File: config.mk
export PLATFORM = sky130hd
export DESIGN_NAME = dio_wdt
export DESIGN_NICKNAME = d
export VERILOG_FILES = /design/src/logic/dio_wdt_pkg.sv /design/src/logic/dio_wdt.sv
export SDC_FILE = /design/constraint.sdc
export NUM_CORES = 1
export LEC_CHECK = 0
export ABC_AREA = 1
export BUFFER_PORTS_ARGS = -buffer_cell sky130_fd_sc_hd__buf_2
export CAP_MARGIN = 5
export CORE_UTILIZATION = 49
export DETAILED_ROUTE_END_ITERATION = 6
export GPL_TIMING_DRIVEN = 1
export PLACE_DENSITY_LB_ADDON = 0.3
export SYNTH_ARGS = -nofsm -noshare
export SYNTH_HDL_FRONTEND = slang
export SYNTH_SLANG_ARGS = --single-unit
File: constraint.sdc
create_clock -name mclk -period 2 [get_ports mclk]
set_clock_uncertainty 0.1 [all_clocks]
set_input_delay 0 -clock mclk [delete_from_list [all_inputs] [get_ports mclk]]
set_output_delay 0 -clock mclk [all_outputs]
set_load 0.02 [all_outputs]
File: src/logic/dio_wdt_pkg.sv
package dio_wdt_pkg;
  localparam logic [7:0]  PIN_LEVELS_OFS   = 8'h44;
  localparam logic [7:0]  PIN_DIR_FUNC_OFS = 8'h48;
  localparam logic [7:0]  WDT_TICKS_OFS    = 8'h4C;
  localparam logic [7:0]  IRQ_STATUS_OFS   = 8'h40;
  localparam int          DIR_GROUP0_BIT   = 0;
  localparam int          TRIG_EN_BIT      = 16;
  localparam int          START_EN_BIT     = 18;
  localparam int          LOAD_EN_BIT      = 20;
  localparam int          EXT_EN_BIT       = 22;
  localparam int          WDT_PIN_EN_BIT   = 24;
  localparam int          WDG_FLAG_BIT     = 31;
  localparam int          EXT_STS_BIT      = 23;
  localparam int          LOAD_STS_BIT     = 22;
  localparam int          START_STS_BIT    = 17;
  localparam int          TRIG_STS_BIT     = 16;
  localparam int          EXT_IEN_BIT      = 7;
  localparam int          LOAD_IEN_BIT     = 6;
  localparam int          START_IEN_BIT    = 1;
  localparam int          TRIG_IEN_BIT     = 0;
  localparam int          WDT_LINE         = 11;
  localparam int          LOAD_LINE        = 12;
  localparam int          EXT_LINE         = 13;
  localparam int          START_LINE       = 14;
  localparam int          TRIG_LINE        = 15;
  localparam logic [31:0] DIR_FUNC_RESET   = 32'h0000_0000;
  localparam logic [31:0] WDT_TICKS_RESET  = 32'h0000_0000;
  localparam logic [31:0] PIN_DATA_RESET   = 32'h0000_0000;
  localparam logic [31:0] IRQ_RESET        = 32'h0000_0000;
  localparam logic [31:0] DIR_FUNC_MASK    = 32'h01FF_FF01;
  localparam logic [31:0] IRQ_WRITE_MASK   = 32'h0000_00FF;
endpackage

File: src/logic/dio_wdt.sv
`timescale 1ns/1ns
module dio_wdt #(
  parameter int LINES = 16
) (
  // Clock, reset, enable
  input  wire logic              mclk,
  input  wire logic              rst_n,
  input  wire logic              clk_en,
  // Register port, 32-bit word accesses only
  input  wire logic              reg_wr,
  input  wire logic              reg_rd,
  input  wire logic [7:0]        reg_addr,
  input  wire logic [31:0]       reg_wdata,
  output logic      [31:0]       reg_rdata,
  output logic                   reg_rvalid,
  // Watchdog tick at ADC base clock rate
  input  wire logic              wdt_tick,
  // Field lines
  input  wire logic [LINES-1:0]  line_in,
  output logic      [LINES-1:0]  line_out,
  output logic      [LINES-1:0]  line_oe,
  // Events to DAC and ADC sequencer, interrupt request and board reset
  output logic                   dac_load_event,
  output logic                   conv_start_event,
  output logic                   conv_trigger_event,
  output logic                   irq_req,
  output logic                   board_reset
);
  logic [LINES-1:0] sync1_reg, sync2_reg, sync3_reg, stable_reg;
  logic [31:0]      data_reg, dir_func_reg, wdt_ticks_reg, wdt_count_reg, irq_reg;
  logic             wdt_hold_reg;
  logic [31:0]      rdata_next;
  logic [LINES-1:0] oe_next, out_next, rise_w, fall_w, dir_w;
  logic [3:0]       edge_hit;
  logic [3:0]       irq_src_w;
  logic             wr_data, wr_dir, wr_wdt, wr_irq, wdt_fire, soft_rst;

  assign wr_data = reg_wr && reg_addr == dio_wdt_pkg::PIN_LEVELS_OFS;
  assign wr_dir  = reg_wr && reg_addr == dio_wdt_pkg::PIN_DIR_FUNC_OFS;
  assign wr_wdt  = reg_wr && reg_addr == dio_wdt_pkg::WDT_TICKS_OFS;
  assign wr_irq  = reg_wr && reg_addr == dio_wdt_pkg::IRQ_STATUS_OFS;

  // Direction per line: group 0 then one bit per line
  genvar g;
  generate
    for (g = 0; g < LINES; g++) begin : g_line
      if (g < 8) begin : g_low
        assign dir_w[g] = dir_func_reg[dio_wdt_pkg::DIR_GROUP0_BIT];
      end else begin : g_high
        assign dir_w[g] = dir_func_reg[g];
      end
      assign rise_w[g] = ~stable_reg[g] & sync2_reg[g] & sync3_reg[g];
      assign fall_w[g] = stable_reg[g] & ~sync2_reg[g] & ~sync3_reg[g];
    end
  endgenerate

  // Selected edge per secondary function
  function automatic logic pick(input logic en, input logic rising, input logic r, input logic f);
    pick = en & (rising ? r : f);
  endfunction

  assign edge_hit[0] = pick(dir_func_reg[dio_wdt_pkg::TRIG_EN_BIT], dir_func_reg[dio_wdt_pkg::TRIG_EN_BIT+1],
                            rise_w[dio_wdt_pkg::TRIG_LINE], fall_w[dio_wdt_pkg::TRIG_LINE]);
  assign edge_hit[1] = pick(dir_func_reg[dio_wdt_pkg::START_EN_BIT], dir_func_reg[dio_wdt_pkg::START_EN_BIT+1],
                            rise_w[dio_wdt_pkg::START_LINE], fall_w[dio_wdt_pkg::START_LINE]);
  assign edge_hit[2] = pick(dir_func_reg[dio_wdt_pkg::LOAD_EN_BIT], dir_func_reg[dio_wdt_pkg::LOAD_EN_BIT+1],
                            rise_w[dio_wdt_pkg::LOAD_LINE], fall_w[dio_wdt_pkg::LOAD_LINE]);
  assign edge_hit[3] = pick(dir_func_reg[dio_wdt_pkg::EXT_EN_BIT], dir_func_reg[dio_wdt_pkg::EXT_EN_BIT+1],
                            rise_w[dio_wdt_pkg::EXT_LINE], fall_w[dio_wdt_pkg::EXT_LINE]);

  // Latched sources gated by their enables
  assign irq_src_w[0] = irq_reg[dio_wdt_pkg::TRIG_STS_BIT] & irq_reg[dio_wdt_pkg::TRIG_IEN_BIT];
  assign irq_src_w[1] = irq_reg[dio_wdt_pkg::START_STS_BIT] & irq_reg[dio_wdt_pkg::START_IEN_BIT];
  assign irq_src_w[2] = irq_reg[dio_wdt_pkg::LOAD_STS_BIT] & irq_reg[dio_wdt_pkg::LOAD_IEN_BIT];
  assign irq_src_w[3] = irq_reg[dio_wdt_pkg::EXT_STS_BIT] & irq_reg[dio_wdt_pkg::EXT_IEN_BIT];

  // Watchdog expiry: armed only by a nonzero count
  assign wdt_fire = wdt_ticks_reg != 32'h0000_0000 && wdt_tick && wdt_count_reg == 32'h0000_0001 && !wr_wdt;
  assign soft_rst = !rst_n || wdt_fire;

  // Pin drive; watchdog line forced out, low after an expiry
  always_comb begin
    oe_next  = dir_w;
    out_next = data_reg[LINES-1:0] & dir_w;
    if (dir_func_reg[dio_wdt_pkg::WDT_PIN_EN_BIT]) begin
      oe_next[dio_wdt_pkg::WDT_LINE]  = 1'b1;
      out_next[dio_wdt_pkg::WDT_LINE] = ~irq_reg[dio_wdt_pkg::WDG_FLAG_BIT];
    end
    if (wdt_hold_reg) begin
      oe_next[dio_wdt_pkg::WDT_LINE]  = 1'b1;
      out_next[dio_wdt_pkg::WDT_LINE] = 1'b0;
    end
  end

  // Read data mux
  always_comb begin
    rdata_next = 32'h0000_0000;
    case (reg_addr)
      dio_wdt_pkg::PIN_LEVELS_OFS:
        rdata_next[LINES-1:0] = (stable_reg & ~dir_w) | (data_reg[LINES-1:0] & dir_w);
      dio_wdt_pkg::PIN_DIR_FUNC_OFS: rdata_next = dir_func_reg;
      dio_wdt_pkg::WDT_TICKS_OFS:    rdata_next = wdt_ticks_reg;
      dio_wdt_pkg::IRQ_STATUS_OFS:   rdata_next = irq_reg;
      default:                       rdata_next = 32'h0000_0000;
    endcase
  end

  // Three-stage pin synchroniser
  always_ff @(posedge mclk) begin
    if (!rst_n) begin
      sync1_reg <= '0;
      sync2_reg <= '0;
      sync3_reg <= '0;
    end else if (clk_en) begin
      sync1_reg <= line_in;
      sync2_reg <= sync1_reg;
      sync3_reg <= sync2_reg;
    end
  end

  // Change accepted when stages two and three agree
  always_ff @(posedge mclk) begin
    if (!rst_n) begin
      stable_reg <= '0;
    end else if (clk_en) begin
      for (int i = 0; i < LINES; i++) begin
        if (sync2_reg[i] == sync3_reg[i]) begin
          stable_reg[i] <= sync3_reg[i];
        end
      end
    end
  end

  // Pin data, cleared by reset or expiry
  always_ff @(posedge mclk) begin
    if (soft_rst && (clk_en || !rst_n)) begin
      data_reg <= dio_wdt_pkg::PIN_DATA_RESET;
    end else if (clk_en && wr_data) begin
      data_reg <= reg_wdata;
    end
  end

  // Direction and functions, cleared by reset or expiry
  always_ff @(posedge mclk) begin
    if (soft_rst && (clk_en || !rst_n)) begin
      dir_func_reg <= dio_wdt_pkg::DIR_FUNC_RESET;
    end else if (clk_en && wr_dir) begin
      dir_func_reg <= reg_wdata & dio_wdt_pkg::DIR_FUNC_MASK;
    end
  end

  // Watchdog timeout, cleared by reset or expiry
  always_ff @(posedge mclk) begin
    if (soft_rst && (clk_en || !rst_n)) begin
      wdt_ticks_reg <= dio_wdt_pkg::WDT_TICKS_RESET;
    end else if (clk_en && wr_wdt) begin
      wdt_ticks_reg <= reg_wdata;
    end
  end

  // Tick counter
  always_ff @(posedge mclk) begin
    if (soft_rst && (clk_en || !rst_n)) begin
      wdt_count_reg <= dio_wdt_pkg::WDT_TICKS_RESET;
    end else if (clk_en) begin
      if (wr_wdt) begin
        wdt_count_reg <= reg_wdata;
      end else if (wdt_tick && wdt_count_reg != 32'h0000_0000) begin
        wdt_count_reg <= wdt_count_reg - 32'h0000_0001;
      end
    end
  end

  // Watchdog line hold: survives the expiry reset, dropped on hard reset or reconfigure
  always_ff @(posedge mclk) begin
    if (!rst_n) begin
      wdt_hold_reg <= 1'b0;
    end else if (clk_en) begin
      if (wdt_fire) begin
        wdt_hold_reg <= dir_func_reg[dio_wdt_pkg::WDT_PIN_EN_BIT];
      end else if (wr_dir) begin
        wdt_hold_reg <= 1'b0;
      end
    end
  end

  // Status flags: set beats clear; expired flag not cleared by expiry reset
  always_ff @(posedge mclk) begin
    if (!rst_n) begin
      irq_reg <= dio_wdt_pkg::IRQ_RESET;
    end else if (clk_en) begin
      if (wdt_fire) begin
        irq_reg <= 32'h0000_0000;
        irq_reg[dio_wdt_pkg::WDG_FLAG_BIT] <= 1'b1;
      end else begin
        if (wr_irq) begin
          irq_reg[31:16] <= irq_reg[31:16] & ~reg_wdata[31:16];
          irq_reg[7:0]   <= reg_wdata[7:0] & dio_wdt_pkg::IRQ_WRITE_MASK[7:0];
        end
        if (edge_hit[0]) irq_reg[dio_wdt_pkg::TRIG_STS_BIT] <= 1'b1;
        if (edge_hit[1]) irq_reg[dio_wdt_pkg::START_STS_BIT] <= 1'b1;
        if (edge_hit[2]) irq_reg[dio_wdt_pkg::LOAD_STS_BIT] <= 1'b1;
        if (edge_hit[3]) irq_reg[dio_wdt_pkg::EXT_STS_BIT] <= 1'b1;
      end
    end
  end

  // Line drive outputs
  always_ff @(posedge mclk) begin
    if (!rst_n) begin
      line_out <= '0;
      line_oe  <= '0;
    end else if (clk_en) begin
      line_out <= out_next;
      line_oe  <= oe_next;
    end
  end

  // Read answer
  always_ff @(posedge mclk) begin
    if (!rst_n) begin
      reg_rdata  <= 32'h0000_0000;
      reg_rvalid <= 1'b0;
    end else if (clk_en) begin
      reg_rdata  <= rdata_next;
      reg_rvalid <= reg_rd;
    end
  end

  // Event pulses to DAC and ADC sequencer
  always_ff @(posedge mclk) begin
    if (!rst_n) begin
      dac_load_event     <= 1'b0;
      conv_start_event   <= 1'b0;
      conv_trigger_event <= 1'b0;
    end else if (clk_en) begin
      dac_load_event     <= edge_hit[2];
      conv_start_event   <= edge_hit[1];
      conv_trigger_event <= edge_hit[0];
    end
  end

  // Interrupt request and board reset
  always_ff @(posedge mclk) begin
    if (!rst_n) begin
      irq_req     <= 1'b0;
      board_reset <= 1'b0;
    end else if (clk_en) begin
      irq_req     <= |irq_src_w;
      board_reset <= wdt_fire;
    end
  end
endmodule

==> insert_results.sql <==
INSERT INTO impl_metrics (metric_group, metric, value, unit) VALUES
('outcome', 'run_status', 'finished, final reports clean', ''),
('global_route', 'wire_length_of_the_first_global_routing_pass', '55400', 'um'),
('yosys', 'post_synth_num_cell_types', '42', ''),
('layout', 'final_cells', '2156', ''),
('setup_path', 'r2r_start', 'wdt_count_reg[22]$_SDFFE_PP0P_', ''),
('cts', 'htree_levels', '1', ''),
('floorplanning', 'start_util', '0.504', ''),
('hold_path', 'worst_hold_startpoint', 'reg_addr[6]', ''),
('power_and_ir_drop', 'p_per_area', '930', 'mW/mm^2'),
('hold_path', 'holdCritPathClass', 'input port to register', ''),
('power_and_ir_drop', 'max-vdd-ir-drop', '0.773', 'mV'),
('layout', 'ff_latch_area', '0.00500', 'sq mm'),
('floorplanning', 'placementRows', '55', ''),
('global_route', 'pin_count_of_the_biggest_net_entering_global_routing', '113', ''),
('yosys', 'syn-num-nets', '1713', ''),
('floorplanning', 'die_width', '155', 'um'),
('setup_path', 'worstSetupPathType', 'register to register', ''),
('timing', 'max_slew_margin', '0.604', ''),
('timing', 'unrepaired_setup_endpoints_after_global_routing', 'true', ''),
('layout', 'area_growth_syn_to_layout', '22.4', '%'),
('yosys', 'syn_area', '0.0115', 'sq mm'),
('detailed_routing', 'vias', '11600', ''),
('yosys', 'yosys_register_bits', '250', ''),
('yosys', 'avgSynthCellArea', '6.96', 'sq um'),
('yosys', 'synthFlopType', 'sky130_fd_sc_hd__dfxtp_1', ''),
('cts', 'clockBufferDepth', '3', ''),
('layout', 'antenna-diode-count', '0', ''),
('detailed_routing', 'remaining_routing_drc_violations', '0', ''),
('detailed_routing', 'post_drt_wl_per_cell', '16.2', 'um'),
('place', 'place.detailed.hpwl', '23700', 'um'),
('layout', 'area_occupied_by_multi_input_gates', '0.00564', 'sq mm'),
('yosys', 'synth-warning-count', '0', ''),
('layout', 'nFillCells', '2049', ''),
('cts', 'clock_pin_slew_on_the_worst_setup_and_hold_paths', '0.06', 'ns'),
('layout', 'final_layout_size_suffix_gt1_frac', '0.161', ''),
('timing', 'hold_slack', '0.0616', 'ns'),
('detailed_routing', 'routed_via_density', '5.40', ''),
('timing', 'achievable-frequency', '0.515', 'GHz'),
('timing', 'maxSlewViolCount', '0', ''),
('detailed_routing', 'detail_route.first_pass.iterations', '6', ''),
('floorplanning', 'floorplan.die_area', '0.0240', 'sq mm'),
('power_and_ir_drop', 'cellLeakagePower', '5.81', 'nW'),
('global_route', 'first_global_vias', '10600', ''),
('setup_path', 'crit_fanout', '8', ''),
('cts', 'clock-sinks', '250', ''),
('cts', 'cts_tree', 'yes', ''),
('timing', 'finalCritPeriodShare', '0.970', ''),
('floorplanning', 'design.portCount', '132', ''),
('setup_path', 'critical_path.startpoint_type', 'register', ''),
('timing', 'shortest_clock_period_the_worst_path_allows_after_layout', '1.94', 'ns'),
('setup_path', 'data_required_time_at_the_worst_endpoint', '2.34', 'ns'),
('setup_path', 'crit_start', 'wdt_count_reg[22]$_SDFFE_PP0P_', ''),
('floorplanning', 'core_region_area', '0.0228', 'sq mm'),
('cts', 'cts_inserted_buffers', '27', ''),
('setup_path', 'arrival', '2.28', 'ns'),
('timing', 'timing_worst_slew_pin_value', '0.592', 'ns'),
('place', 'gp_congestion', '0.967', ''),
('cts', 'source_to_sink_clock_delay_at_the_later_pin_of_the_worst_skew_pair', '0.55', 'ns'),
('yosys', 'synth_seq_area_share', '0.436', ''),
('place', 'placed_cells_incl_taps', '2042', ''),
('global_route', 'gr-total-overflow', '0', ''),
('floorplanning', 'die-height', '155', 'um'),
('global_route', 'grtUsageTotal', '0.290', ''),
('cts', 'root_buffer', 'sky130_fd_sc_hd__clkbuf_16', ''),
('global_route', 'grt_antenna_before_repair', '0', ''),
('timing', 'setup_viol', '0', ''),
('place', 'port_buffers', '131', ''),
('layout', 'fin_nets', '1889', ''),
('yosys', 'syn-instance-count', '1649', ''),
('timing', 'hold_viol', '0', ''),
('yosys', 'async_flop_share', '0', ''),
('detailed_routing', 'wirelength', '34900', 'um'),
('detailed_routing', 'first_iter_violations', '1098', ''),
('flow_run', 'maxCapViolations', '0', ''),
('detailed_routing', 'ant_nets', '0', ''),
('yosys', 'number_of_enable_flip_flop_cells_after_synthesis', '0', ''),
('setup_path', 'worst_setup_end_kind', 'register', '');
## path summary, 6_finish.rpt
check / endpoint / slack, ns / cells after the start
max: wdt_count_reg[9]$_SDFFE_PP0P_ / 0.06 / 10
min reg2reg: irq_reg[27]$_SDFFE_PN0P_ / 0.33 / 2
max reg2reg: wdt_count_reg[9]$_SDFFE_PP0P_ / 0.06 / 10
min: reg_rdata[20]$_SDFFE_PN0P_ / 0.06 / 7
## report_power, final
part           leakage (nW)  total [mW]  internal [mW]  switching [mW]
Combinational          3.35        2.78           1.02            1.76
Sequential             2.03        5.34           5.17           0.174
Clock                 0.430        4.94           2.91            2.03
Total                  5.81        13.1           9.10            3.97
## routing by layer
layer / share of wire / vias up / global-route usage
met1: 0.43 / 5310 / 0.378
met5: 0 / - / 0
li1: - / 5702 / -
met3: 0.073 / 116 / 0.0398
met2: 0.45 / 506 / 0.468
met4: 0.053 / 0 / 0.149
## cell families after synthesis
kind of cell             after synthesis  share of synthesized area
AO/OA/AOI/OAI                        343                      0.165
XOR/XNOR                              10                    0.00763
adder cells (fa/ha/maj)                2                    0.00218
buffers and inverters                186                     0.0755
flip-flops                           250                      0.436
AND/OR/NAND/NOR                      858                      0.314
## cell type report
class / instances / share of cell area
inverters: 89 / 0.0242
repair buffers: 244 / 0.128
clock inverters: 5 / 0.00481
multi-input cells: 1213 / 0.401
clock buffers: 42 / 0.0578
well taps: 313 / 0.0279
flip-flops and latches: 250 / 0.356
## synth_stat cells, types with 3 or more instances
library cell               count  share of area
sky130_fd_sc_hd__a211oi_1      3         0.0020
sky130_fd_sc_hd__a211oi_2      3         0.0033
sky130_fd_sc_hd__a21oi_1     168          0.073
sky130_fd_sc_hd__a21oi_2      17          0.013
sky130_fd_sc_hd__a22o_1        7         0.0053
sky130_fd_sc_hd__buf_1         5         0.0016
sky130_fd_sc_hd__buf_2        20         0.0087
sky130_fd_sc_hd__buf_4        21          0.014
sky130_fd_sc_hd__buf_6         5         0.0049
sky130_fd_sc_hd__clkbuf_1     44          0.014
sky130_fd_sc_hd__clkinv_1      4         0.0013
sky130_fd_sc_hd__dfxtp_1     250           0.44
sky130_fd_sc_hd__inv_1        77          0.025
sky130_fd_sc_hd__inv_2         7         0.0023
sky130_fd_sc_hd__nand2_1     487           0.16
sky130_fd_sc_hd__nand2_2      21          0.011
sky130_fd_sc_hd__nand2_4       3         0.0029
sky130_fd_sc_hd__nand3_1     101          0.044
sky130_fd_sc_hd__nand3_2       3         0.0026
sky130_fd_sc_hd__nand4_1      18         0.0098
sky130_fd_sc_hd__nor2_1      206          0.067
sky130_fd_sc_hd__nor2_2        4         0.0022
sky130_fd_sc_hd__nor2_4        5         0.0049
sky130_fd_sc_hd__nor3_1        5         0.0022
sky130_fd_sc_hd__o211ai_1      6         0.0039
sky130_fd_sc_hd__o21ai_0     128          0.056
sky130_fd_sc_hd__o31ai_1       4         0.0026
sky130_fd_sc_hd__xnor2_1       3         0.0023
sky130_fd_sc_hd__xor2_1        7         0.0053
## worst max-delay path: stages (launching register included)
cell	delay (ns)
sky130_fd_sc_hd__dfxtp_1	0.34
sky130_fd_sc_hd__nor2_1	0.17
sky130_fd_sc_hd__nand2_1	0.11
sky130_fd_sc_hd__nor2_2	0.21
sky130_fd_sc_hd__nand3b_4	0.14
sky130_fd_sc_hd__nor2_4	0.16
sky130_fd_sc_hd__nand3_4	0.11
sky130_fd_sc_hd__nand2_4	0.16
sky130_fd_sc_hd__inv_2	0.12
sky130_fd_sc_hd__o21ai_1	0.15
sky130_fd_sc_hd__nor2_2	0.06
## per-stage QoR
stage | cell area (sq um) | power, mW | setup slack (ns) | TNS (ns) | util
CTS | 14000 | 13.0 | 0.0247 | 0 | 0.615
global placement | 12500 | 7.97 | 0.106 | 0 | 0.548
finish | 14000 | 13.1 | 0.0597 | 0 | 0.617
floorplan | 11500 | 7.28 | 0.232 | 0 | -
detailed placement | 12500 | 8.00 | 0.0350 | 0 | 0.548
global route | 14000 | 13.6 | -0.0426 | -0.0527 | 0.617
## repair_timing
item / in CTS / in global routing
resized for setup: 0 / 11
buffers inserted: 0 / 2
endpoints found under the hold margin: 195 / 0
hold buffers: 65 / 0
endpoints found under the setup margin: 0 / 46
## cell usage in the layout (no fill, tap or decap), types with 9 or more instances in the layout
cell type	synthesis	layout
sky130_fd_sc_hd__a21oi_1	168	168
sky130_fd_sc_hd__a21oi_2	17	17
sky130_fd_sc_hd__buf_12	0	10
sky130_fd_sc_hd__buf_2	20	130
sky130_fd_sc_hd__buf_4	21	39
sky130_fd_sc_hd__clkbuf_16	0	27
sky130_fd_sc_hd__dfxtp_1	250	250
sky130_fd_sc_hd__dlygate4sd3_1	0	65
sky130_fd_sc_hd__inv_1	77	76
sky130_fd_sc_hd__nand2_1	487	485
sky130_fd_sc_hd__nand2_2	21	23
sky130_fd_sc_hd__nand3_1	101	101
sky130_fd_sc_hd__nand4_1	18	18
sky130_fd_sc_hd__nor2_1	206	201
sky130_fd_sc_hd__nor2_2	4	9
sky130_fd_sc_hd__o21ai_0	128	126
Note: power is estimated with default switching activity, not from simulation.
